<file path="src/rba_pkg.sv">
// register bit access package: offsets, reset values, decode helper
// assumes one register bank per block, word-wide access on a plain port
package rba_pkg;

    // ------------------------------------------------------------
    // geometry
    // ------------------------------------------------------------
    localparam int DW = 8;        // register width
    localparam int AW = 4;        // address width, 16 slots

    // ------------------------------------------------------------
    // register offsets (word index)
    // ------------------------------------------------------------
    localparam logic [AW-1:0] OFF_CONFIG = 4'h0;  // plain read/write
    localparam logic [AW-1:0] OFF_KEEP = 4'h1;    // soft_reset_immune
    localparam logic [AW-1:0] OFF_STATUS = 4'h2;  // read-only live status
    localparam logic [AW-1:0] OFF_SOR = 4'h3;     // set_on_read
    localparam logic [AW-1:0] OFF_CMD = 4'h4;     // write-only
    localparam logic [AW-1:0] OFF_W1S = 4'h5;     // write one to set
    localparam logic [AW-1:0] OFF_W1C = 4'h6;     // write one to clear
    localparam logic [AW-1:0] OFF_WAC = 4'h7;     // write_any_clear
    localparam logic [AW-1:0] OFF_LLO = 4'h8;     // latch_low_clear_on_read
    localparam logic [AW-1:0] OFF_LHI = 4'h9;     // latch_high_clear_on_read
    localparam logic [AW-1:0] OFF_SCL = 4'hA;     // self_clearing
    localparam logic [AW-1:0] OFF_STK = 4'hB;     // sticky_high_status

    // ------------------------------------------------------------
    // reset values
    // ------------------------------------------------------------
    localparam logic [DW-1:0] RST_CONFIG = 8'h00;
    localparam logic [DW-1:0] RST_KEEP = 8'h00;
    localparam logic [DW-1:0] RST_SOR = 8'h00;
    localparam logic [DW-1:0] RST_CMD = 8'h00;
    localparam logic [DW-1:0] RST_W1S = 8'h00;
    localparam logic [DW-1:0] RST_EVT = 8'h00;
    localparam logic [DW-1:0] RD_UNMAPPED = 8'h00;  // reserved/write-only reads

    // address hit helper, used for every register strobe
    function automatic logic rba_hit(input logic [AW-1:0] a, input logic [AW-1:0] off);
        rba_hit = (a == off);
    endfunction : rba_hit

endpackage : rba_pkg

</file>
<file path="src/rba_latch.sv">
// latching status cell: holds a low or high event until read
// assumes rd_clr_i is a one-cycle pulse per completed read
`timescale 1ns/1ps
module rba_latch #(
    parameter int W = rba_pkg::DW,
    parameter bit HIGH = 1'b1     // 1: latch high, 0: latch low
) (
    input wire logic clock_i,
    input wire logic rst_i,        // power-on and soft reset combined
    input wire logic [W-1:0] src_i,  // live condition
    input wire logic rd_clr_i,     // read of the owning register
    output logic [W-1:0] val_o     // readable value
);
    import rba_pkg::*;

    logic [W-1:0] hit_r;           // event seen since last read
    logic [W-1:0] act;             // condition active this cycle

    assign act = HIGH ? src_i : ~src_i;

    // ------------------------------------------------------------
    // latch: new event beats the read clear in the same cycle
    // ------------------------------------------------------------
    always_ff @(posedge clock_i)
    begin
        if (rst_i)
        begin
            hit_r <= '0;
        end
        else
        begin
            hit_r <= (hit_r & {W{~rd_clr_i}}) | act;
        end
    end

    // latched event forces the active level until the read
    assign val_o = HIGH ? (src_i | hit_r) : (src_i & ~hit_r);

endmodule : rba_latch

</file>
<file path="src/rba_sticky.sv">
// sticky high status: stays up until read, falls once cause is gone
// assumes rd_i is a one-cycle pulse per completed read
`timescale 1ns/1ps
module rba_sticky #(
    parameter int W = rba_pkg::DW
) (
    input wire logic clock_i,
    input wire logic rst_i,
    input wire logic [W-1:0] cond_i,  // causing condition
    input wire logic rd_i,            // read of the owning register
    output logic [W-1:0] val_o
);
    import rba_pkg::*;

    logic [W-1:0] st_r;       // status bits
    logic [W-1:0] armed_r;    // read seen while high
    logic [W-1:0] st_nxt;

    // read releases the hold; the live cause keeps the bit up
    assign st_nxt = cond_i | (st_r & ~(armed_r | {W{rd_i}}));

    // ------------------------------------------------------------
    // status and release tracking
    // ------------------------------------------------------------
    always_ff @(posedge clock_i)
    begin
        if (rst_i)
        begin
            st_r <= '0;
            armed_r <= '0;
        end
        else
        begin
            st_r <= st_nxt;
            // a fresh rise needs a fresh read before it may fall
            armed_r <= st_r & st_nxt & (armed_r | {W{rd_i}});
        end
    end

    assign val_o = st_r;

endmodule : rba_sticky

</file>
<file path="src/rba_bank.sv">
// register bank showing each bit access attribute
// assumes a single-cycle rd_i or wr_i strobe per access, synchronous inputs
//
// Notes on behaviour
// - read-only bits read live, ignore writes
// - set_on_read bits become one after read
// - write-only register accepts writes, reads return zero
// - write one sets, zero leaves unchanged
// - write one clears, zero leaves unchanged
// - any write clears write_any_clear bits
// - latch bits hold until register read clears
// - self_clearing bits drop alone, zero ignored
// - sticky status held until read, then follows
// - soft reset spares soft_reset_immune bits only
// - reserved bits read zero, software ignores
`timescale 1ns/1ps
module rba_bank #(
    parameter int W = rba_pkg::DW
) (
    input wire logic clock_i,
    input wire logic rst_i,                   // power-on reset, sync, high
    input wire logic soft_rst_i,              // software reset, sync, high
    input wire logic [rba_pkg::AW-1:0] addr_i,
    input wire logic wr_i,                    // write strobe, one cycle
    input wire logic rd_i,                    // read strobe, one cycle
    input wire logic [W-1:0] wdata_i,
    output logic [W-1:0] rdata_o,             // registered read data
    output logic rvalid_o,                    // read data valid pulse
    input wire logic [W-1:0] status_i,        // read-only source
    input wire logic [W-1:0] w1s_done_i,      // hardware clear of set bits
    input wire logic [W-1:0] evt_w1c_i,       // events into write-one-clear
    input wire logic [W-1:0] evt_wac_i,       // events into write_any_clear
    input wire logic [W-1:0] ll_src_i,        // latch_low_clear_on_read source
    input wire logic [W-1:0] lh_src_i,        // latch_high_clear_on_read source
    input wire logic [W-1:0] cond_i,          // sticky_high_status cause
    output logic [W-1:0] config_o,
    output logic [W-1:0] keep_o,
    output logic [W-1:0] sor_o,
    output logic [W-1:0] cmd_o,
    output logic [W-1:0] w1s_o,
    output logic [W-1:0] w1c_o,
    output logic [W-1:0] wac_o,
    output logic [W-1:0] sc_o
);
    import rba_pkg::*;

    // ------------------------------------------------------------
    // access strobes
    // ------------------------------------------------------------
    logic wr_go;        // write wins a clash with read
    logic rd_go;        // completed read, never on a write cycle
    logic sreset;       // either reset, for non-immune bits
    logic [W-1:0] config_r;
    logic [W-1:0] keep_r;
    logic [W-1:0] sor_r;
    logic [W-1:0] cmd_r;
    logic [W-1:0] w1s_r;
    logic [W-1:0] w1c_r;
    logic [W-1:0] wac_r;
    logic [W-1:0] sc_r;
    logic [W-1:0] ll_val;
    logic [W-1:0] lh_val;
    logic [W-1:0] stk_val;
    logic [W-1:0] rd_nxt;
    logic [W-1:0] rdata_r;
    logic rvalid_r;

    assign wr_go = wr_i;
    assign rd_go = rd_i & ~wr_i;
    assign sreset = rst_i | soft_rst_i;

    // ------------------------------------------------------------
    // plain config, cleared by either reset
    // ------------------------------------------------------------
    always_ff @(posedge clock_i)
    begin
        if (sreset)
        begin
            config_r <= RST_CONFIG;
        end
        else if (wr_go && rba_hit(addr_i, OFF_CONFIG))
        begin
            config_r <= wdata_i;
        end
    end

    // ------------------------------------------------------------
    // immune register: only power-on reset touches it
    // ------------------------------------------------------------
    always_ff @(posedge clock_i)
    begin
        if (rst_i)
        begin
            keep_r <= RST_KEEP;
        end
        else if (wr_go && rba_hit(addr_i, OFF_KEEP))
        begin
            keep_r <= wdata_i;                   // soft reset ignored
        end
    end

    // ------------------------------------------------------------
    // set_on_read: read returns old value, then all ones
    // ------------------------------------------------------------
    always_ff @(posedge clock_i)
    begin
        if (sreset)
        begin
            sor_r <= RST_SOR;
        end
        else if (wr_go && rba_hit(addr_i, OFF_SOR))
        begin
            sor_r <= wdata_i;
        end
        else if (rd_go && rba_hit(addr_i, OFF_SOR))
        begin
            sor_r <= '1;
        end
    end

    // ------------------------------------------------------------
    // write-only command word
    // ------------------------------------------------------------
    always_ff @(posedge clock_i)
    begin
        if (sreset)
        begin
            cmd_r <= RST_CMD;
        end
        else if (wr_go && rba_hit(addr_i, OFF_CMD))
        begin
            cmd_r <= wdata_i;
        end
    end

    // ------------------------------------------------------------
    // write one to set; hardware done clears, software set wins
    // ------------------------------------------------------------
    always_ff @(posedge clock_i)
    begin
        if (sreset)
        begin
            w1s_r <= RST_W1S;
        end
        else if (wr_go && rba_hit(addr_i, OFF_W1S))
        begin
            w1s_r <= (w1s_r & ~w1s_done_i) | wdata_i;
        end
        else
        begin
            w1s_r <= w1s_r & ~w1s_done_i;
        end
    end

    // ------------------------------------------------------------
    // write one to clear event flags; new event wins the clear
    // ------------------------------------------------------------
    always_ff @(posedge clock_i)
    begin
        if (sreset)
        begin
            w1c_r <= RST_EVT;
        end
        else if (wr_go && rba_hit(addr_i, OFF_W1C))
        begin
            w1c_r <= (w1c_r & ~wdata_i) | evt_w1c_i;
        end
        else
        begin
            w1c_r <= w1c_r | evt_w1c_i;
        end
    end

    // ------------------------------------------------------------
    // write_any_clear flags; data value is ignored
    // ------------------------------------------------------------
    always_ff @(posedge clock_i)
    begin
        if (sreset)
        begin
            wac_r <= RST_EVT;
        end
        else if (wr_go && rba_hit(addr_i, OFF_WAC))
        begin
            wac_r <= evt_wac_i;
        end
        else
        begin
            wac_r <= wac_r | evt_wac_i;
        end
    end

    // ------------------------------------------------------------
    // self_clearing: one cycle high, readable in that cycle
    // ------------------------------------------------------------
    // a zero write stores nothing new; bits fall next edge anyway
    always_ff @(posedge clock_i)
    begin
        if (sreset)
        begin
            sc_r <= '0;
        end
        else if (wr_go && rba_hit(addr_i, OFF_SCL))
        begin
            sc_r <= wdata_i;
        end
        else
        begin
            sc_r <= '0;
        end
    end

    // ------------------------------------------------------------
    // latch cells and sticky status
    // ------------------------------------------------------------
    rba_latch #(.W(W), .HIGH(1'b0)) u_ll (.clock_i(clock_i), .rst_i(sreset), .src_i(ll_src_i),
        .rd_clr_i(rd_go && rba_hit(addr_i, OFF_LLO)), .val_o(ll_val));
    rba_latch #(.W(W), .HIGH(1'b1)) u_lh (.clock_i(clock_i), .rst_i(sreset), .src_i(lh_src_i),
        .rd_clr_i(rd_go && rba_hit(addr_i, OFF_LHI)), .val_o(lh_val));
    rba_sticky #(.W(W)) u_stk (.clock_i(clock_i), .rst_i(sreset), .cond_i(cond_i),
        .rd_i(rd_go && rba_hit(addr_i, OFF_STK)), .val_o(stk_val));

    // ------------------------------------------------------------
    // read mux; reserved and write-only slots return zero
    // ------------------------------------------------------------
    always_comb
    begin
        case (addr_i)
            OFF_CONFIG: rd_nxt = config_r;
            OFF_KEEP: rd_nxt = keep_r;
            OFF_STATUS: rd_nxt = status_i;
            OFF_SOR: rd_nxt = sor_r;
            OFF_CMD: rd_nxt = RD_UNMAPPED;
            OFF_W1S: rd_nxt = w1s_r;
            OFF_W1C: rd_nxt = w1c_r;
            OFF_WAC: rd_nxt = wac_r;
            OFF_LLO: rd_nxt = ll_val;
            OFF_LHI: rd_nxt = lh_val;
            OFF_SCL: rd_nxt = sc_r;
            OFF_STK: rd_nxt = stk_val;
            default: rd_nxt = RD_UNMAPPED;
        endcase
    end

    // read data captured before the side effect lands
    always_ff @(posedge clock_i)
    begin
        if (rst_i)
        begin
            rdata_r <= '0;
            rvalid_r <= 1'b0;
        end
        else
        begin
            rvalid_r <= rd_go;
            if (rd_go)
            begin
                rdata_r <= rd_nxt;
            end
        end
    end

    assign rdata_o = rdata_r;
    assign rvalid_o = rvalid_r;
    assign config_o = config_r;
    assign keep_o = keep_r;
    assign sor_o = sor_r;
    assign cmd_o = cmd_r;
    assign w1s_o = w1s_r;
    assign w1c_o = w1c_r;
    assign wac_o = wac_r;
    assign sc_o = sc_r;
endmodule : rba_bank

</file>
<file path="config.mk">
export PLATFORM = sky130hd
export DESIGN_NAME = rba_bank
export DESIGN_NICKNAME = d
export VERILOG_FILES = /design/src/rba_pkg.sv /design/src/rba_latch.sv /design/src/rba_sticky.sv /design/src/rba_bank.sv
export SDC_FILE = /design/constraint.sdc
export NUM_CORES = 1
export LEC_CHECK = 0
export ABC_CLOCK_PERIOD_IN_PS = 1700
export BUFFER_PORTS_ARGS = -buffer_cell sky130_fd_sc_hd__buf_2
export CAP_MARGIN = 10
export CORE_ASPECT_RATIO = 1.1
export CORE_MARGIN = 8
export CORE_UTILIZATION = 51
export DETAILED_ROUTE_END_ITERATION = 12
export PLACE_DENSITY = 0.92
export SYNTH_ARGS = -nofsm -noshare
export SYNTH_HDL_FRONTEND = slang
export SYNTH_SLANG_ARGS = --single-unit
</file>
<file path="constraint.sdc">
create_clock -name clock_i -period 1.7 [get_ports clock_i]
set_clock_uncertainty 0.1 [all_clocks]
set_input_delay 0.085 -clock clock_i [delete_from_list [all_inputs] [get_ports clock_i]]
set_output_delay 0.085 -clock clock_i [all_outputs]
set_load 0.01 [all_outputs]
</file>
==> results_dict.tcl, run 1 <==
set metrics [dict create \
    status "finished clean" \
    avgViaCountPerCell 5.92 \
    nets 767 \
    antenna_found_initial 1 \
    cp_slowest_cell "o41a_1" \
    synth.most_common_cell "dfxtp_1" \
    hold_violations 0 \
    fp.dieArea_sq_um 12100 \
    critPathCaptureType "flip-flop" \
    grt_pass1_wl_um 26500 \
    drc 0 \
    cp.arrival_ns 1.66 \
    dp.cells 741 \
    clk_pin_slew_worst_paths_ns 0.10 \
    crit_type "flip-flop to flip-flop" \
    cp.required_ns 1.87 \
    leakagePower_nw 2.90 \
    slew_headroom_pct 62.2 \
    yosysTopAreaCell "dfxtp_1" \
    rsz0062_at_grt "false" \
    drtIter0Drc 451 \
    postSynthAreaPerCell_sq_um 9.24 \
    r2r-start "wac_o[6]" \
    cpMostUsedCell "nand3_1" \
    cts_buffers 9 \
    drv_cap 0 \
    cp_num_buf_inv 0 \
    final_cells 814 \
    worst-path-max-fanout 3 \
    synth_ff_type "dfxtp_1" \
    core_area_sq_um 8740 \
    synth_nets 560 \
    cts_root_buffer "clkbuf_8" \
    swShare_pct 26.0 \
    cts_tree "done" \
    drive_gt1_share_pct 28.1 \
    cts_setup_buffers 0 \
    syn_to_final_growth_pct 38.4 \
    chipWidth_um 106 \
    std_cell_rows 36 \
    ys_top_cells_by_count "dfxtp_1 (105), nor2_1 (65), a21oi_1 (44)" \
    yosys-top-cells-area "dfxtp_1 (47%), mux2i_1 (6.9%), nor2_1 (5.4%)" \
    clk_latency_ns 0.37 \
    timing.final.crit_share_pct 87.8 \
    power.total_mw 4.74 \
    max-vdd-ir-drop_mv 0.477 \
    dr.pass1.iters 6 \
    p_comb_share_pct 13.6 \
    grt-ovfl-total 0 \
    crit_path_start_kind "flip-flop" \
    io_buffers 145 \
    synth_edf_count 0 \
    yosys_warnings 0 \
    routabilityCongestion 0.919 \
    grt_max_degree 57 \
    crit_family "compound AO/OA/AOI/OAI gates" \
    fin_setup_tns_ns 0 \
    reg2reg_slack_ns 0.21 \
    fmax_mhz 670 \
    clock_sinks 105 \
    p_sw_mw 1.23 \
    drtAntennaViolNets 0 \
    min_path_type "input pin to flip-flop" \
    grt_pass1_vias 4830 \
    r2r_end "rdata_o[6]" \
    synth-seq-cells 105 \
    p_per_area_nw_per_um2 761 \
    grt_usage_pct 27.8 \
    hp-start "rst_i" \
    maxSlewViolCount 0 \
    fin_crit_ns 1.49 \
    holdPathEnd "rdata_o[5]" \
    seqPwrFrac_pct 54.0 \
    r2r_cells 4 \
    hpwl_um 11900 \
    die_y_um 115 \
    htree_levels 3 \
    clockPowerShare_pct 32.4 \
    totalWireLength_um 17100 \
    synth.distinct_cells 54 \
    worst_pin_slew_ns 0.562 \
    netlist.area_leader.share_pct 46.7 \
    synthCells 487 \
    syn-cell-area_sq_um 4500 \
    initial_core_util_pct 51.5 \
    crit_path_max_incr_delay_ns 0.41 \
    setup_violations 0 \
    clk_path_buf_depth 2 \
    synth_seq_area_share_pct 46.7 \
    async_flop_share_pct 0 \
    routedWlPerCell_um 21.0 \
    min_path_cells 3 \
    ioPinCount 146 \
    internal-power_mw 3.51 \
    worstPathCellList "mux2_1 -> nand3_1 -> nand3_1 -> o41a_1" \
    num_vias 4822 \
]
==> worst min-delay path, stage by stage <==
cell and delay, ns:
buf_2 0.09, buf_4 0.25, a311oi_1 0.07
==> final cells by class <==
| class | count | area [sq um] |
|---|---|---|
| Antenna cell | 2 | 5.00 |
| Clock buffer | 11 | 131 |
| Clock inverter | 4 | 53.8 |
| Fill cell | 670 | 2510 |
| Inverter | 4 | 15.0 |
| Multi-Input combinational cell | 344 | 2240 |
| Sequential cell | 105 | 2100 |
| Tap cell | 114 | 143 |
| Timing Repair Buffer | 230 | 1540 |
==> state kept, by name, summed over array words and instances, names as in the netlist <==
signal and cells:
u_lh.hit_r 8, config_o 8, sc_o 8, cmd_o 8, u_stk.val_o 8, wac_o 8, keep_o 8, rdata_o 8
w1c_o 8, u_ll.hit_r 8, u_stk.armed_r 8, sor_o 8, rvalid_o 1, w1s_o 8
==> metal layers <==
layer	global-route usage [%]	share of wire, %
met1	32.8	39
met2	46.6	48
met3	5.69	8.4
met4	14.6	4.0
met5	0	0
==> worst max-delay path by stage <==
| stage | depth (start not counted) | slack (ns) | from | to |
|---|---|---|---|---|
| 6_report | 4 | 0.21 | wac_o[6] | rdata_o[6] |
| 3_3_place_gp | 6 | -0.04 | addr_i[1] | w1c_o[7] |
| 4_1_cts | 4 | 0.22 | wac_o[6] | rdata_o[6] |
| 5_1_grt | 6 | 0.18 | addr_i[1] | w1c_o[0] |
| 3_5_place_dp | 6 | -0.07 | addr_i[1] | w1c_o[3] |
| 2_1_floorplan | 7 | 0.20 | wr_i | u_stk.val_o[6] |
==> cells in the final DEF (no fill, tap or decap), drive strengths merged, types with 2 or more instances in the layout <==
cell type    synthesis  final
a21boi               8      8
a21oi               44     44
a221oi               3      3
a22oi                6      6
a311oi               4      4
a31oi                4      4
a32oi                5      5
and2                 9      9
and3                 5      5
buf                 18    174
clkbuf              16     11
clkinvlp             0      2
dfxtp              105    105
diode                0      2
dlygate4sd3          0     56
inv                  4      5
mux2                 7      7
mux2i               31     31
nand2               16     16
nand2b               9      9
nand3               15     15
nand3b               8      8
nor2                65     65
nor2b               14     14
nor3                 4      4
nor3b               14     14
o2111a               8      8
o21a                18     18
o21ai                7      7
o22ai                9      9
o311a                2      2
o311ai               2      2
o31a                 2      2
o31ai                2      2
o32a                 2      2
o32ai                2      2
o41a                 2      2
or2                  2      2
or3                  2      2
==> cells by family (layout without fill, tap and decap cells) <==
group | Yosys count | count (layout) | synth area share [%]
AND/OR/NAND/NOR | 169 | 169 | 19.7
AO/OA/AOI/OAI | 137 | 137 | 21.4
buffers and inverters | 38 | 249 | 3.59
flip-flops | 105 | 105 | 46.7
other | 0 | 2 | 0
multiplexers | 38 | 38 | 8.64
==> through the flow <==
step           setup slack [ns]  hold slack, ns  util, %  instance area [sq um]
3_5_place_dp            -0.0729           0.181     62.7                   5480
6_report                  0.208          0.0599     71.3                   6230
2_1_floorplan             0.195          0.0768        -                   4500
4_1_cts                   0.224          0.0498     71.2                   6220
5_1_grt                   0.176          0.0602     71.3                   6230
3_3_place_gp            -0.0403           0.174     62.7                   5480
==> what timing repair did <==
action,4_1_cts,5_1_grt
hold endpoints to repair,84,0
resized for setup,0,0
hold buffers,56,0
==> power by group through the flow <==
| stage | combinational [mW] | clock (mW) | sequential [mW] |
|---|---|---|---|
| detailed placement | 0.525 | 0 | 2.61 |
| floorplan | 0.253 | 0 | 2.61 |
| CTS | 0.626 | 1.53 | 2.56 |
| finish | 0.644 | 1.54 | 2.56 |
| global route | 0.687 | 1.64 | 2.57 |
| global placement | 0.511 | 0 | 2.61 |
Power figures use the tool's default switching activity.
==> inputs of run 2 (changes only) <==
Settings changed: CORE_MARGIN 8 to 4, PLACE_DENSITY 0.92 to 0.9.
==> results_dict.tcl, run 2 (same netlist as run 1, synthesis figures left out) <==
set metrics [dict create \
    status "finished clean" \
    final_cell_mix "buf_2 (145), dfxtp_1 (105), nor2_1 (65)" \
    met3RoutedLength_um 1230 \
    fin_setup_tns_ns 0 \
    std_cell_rows 35 \
    antenna_found_initial 0 \
    maxSlewViolCount 0 \
    cts_setup_buffers 0 \
    cp_slowest_cell "dfxtp_1" \
    grt_pass1_wl_um 25000 \
    cts_resized 0 \
    grt_max_degree 57 \
    die_y_um 107 \
    worst-path-max-fanout 3 \
    fp.dieArea_sq_um 10400 \
    crit_type "flip-flop to flip-flop" \
    setup_slack_ns 0.171 \
    clk_latency_ns 0.36 \
    crit_path_max_incr_delay_ns 0.40 \
    grt_pass1_vias 4811 \
    initial_core_util_pct 53.0 \
    avgViaCountPerCell 5.83 \
    placed_area_sq_um 5500 \
    syn_to_final_growth_pct 39.1 \
    chipWidth_um 97.6 \
    min_path_type "input pin to flip-flop" \
    core_area_sq_um 8500 \
    cts_tree "done" \
    grt_usage_pct 30.4 \
    cts_buffers 9 \
    grt-ovfl-total 0 \
    rsz0062_at_grt "false" \
    totalWireLength_um 16100 \
    drtIter0Drc 272 \
    final_area_sq_um 6260 \
    timing.final.crit_share_pct 90.0 \
    io_buffers 145 \
    pre_cts_ws_ns -0.0153 \
    crit_path_start_kind "flip-flop" \
    max-vdd-ir-drop_mv 0.547 \
    fin_crit_ns 1.53 \
    worstPathCellList "or3b_1 -> a21oi_1 -> o31ai_1 -> a311oi_1" \
    hpwl_um 11500 \
    critPathCaptureType "flip-flop" \
    clk_path_buf_depth 2 \
    cp.arrival_ns 1.71 \
    routed.top_layer "met4" \
    leakagePower_nw 2.93 \
    drc 0 \
    ioPinCount 146 \
    hold_violations 0 \
    fmax_mhz 654 \
    p_per_area_nw_per_um2 774 \
    num_vias 4726 \
    dr.pass1.iters 5 \
    worst_pin_slew_ns 0.451 \
    cts_root_buffer "clkbuf_8" \
    layout_commonest_cell "buf_2" \
    drive_gt1_share_pct 28.6 \
    drtAntennaViolNets 0 \
    routedWlPerCell_um 19.9 \
    nets 770 \
    drt-met1-wl_um 6330 \
    slew_headroom_pct 69.7 \
    final_util_pct 73.7 \
    htree_levels 3 \
    clk_pin_slew_worst_paths_ns 0.10 \
    hold_slack_ns 0.0503 \
    route.met2.wl_um 8030 \
    routabilityCongestion 0.909 \
    drv_cap 0 \
    clock_sinks 105 \
    antenna_cells 0 \
    setup_violations 0 \
    cp.required_ns 1.88 \
]
-- run 2: critical path, delay by kind of cell, from the launching register on --
| family | cells | cell delay [ns] |
|---|---|---|
| simple gates | 1 | 0.37 |
| flops | 1 | 0.40 |
| compound gates | 3 | 0.59 |
-- run 2: layer usage --
layer  vias to the layer above  global-route usage (%)
met4                         0                    12.0
met5                         -                       0
met1                      2229                    36.4
li1                       2193                       -
met3                        44                    5.97
met2                       260                    53.7
-- run 2: layout make-up --
cell class,count,area (sq um)
clock buffer,9,124
clock inverter,5,81.3
fill,606,2230
inverter,4,15.0
multi-input combinational,344,2240
sequential,105,2100
tap,111,139
timing repair buffer,233,1560
-- run 2: path summary, 6_finish.rpt --
path / startpoint / end / slack (ns) / cells past startpoint
setup reg to reg: keep_o[2] / rdata_o[2] / 0.17 / 4
hold reg to reg: u_ll.hit_r[0] / u_ll.hit_r[0] / 0.36 / 2
hold / removal: rst_i / keep_o[2] / 0.05 / 2
setup / recovery: keep_o[2] / rdata_o[2] / 0.17 / 4
-- run 2: through the flow --
| step | cells | total power [mW] |
|---|---|---|
| after floorplan | 487 | 2.87 |
| after global routing | 811 | 5.00 |
| after CTS | 811 | 4.85 |
| after detailed placement | 741 | 3.14 |
| after global placement | 741 | 3.13 |
| final | 811 | 4.85 |
-- run 2: where the power goes --
group	leakage (nW)	switching, mW	total (mW)	internal [mW]
clock	0.102	0.830	1.65	0.817
combinational	1.98	0.331	0.645	0.315
sequential	0.853	0.0421	2.56	2.51
-- run 2: timing repair --
action / 4_1_cts / 5_1_grt
setup endpoints to repair: 0 / 0
hold endpoints to repair: 77 / 0
hold buffers: 56 / 0
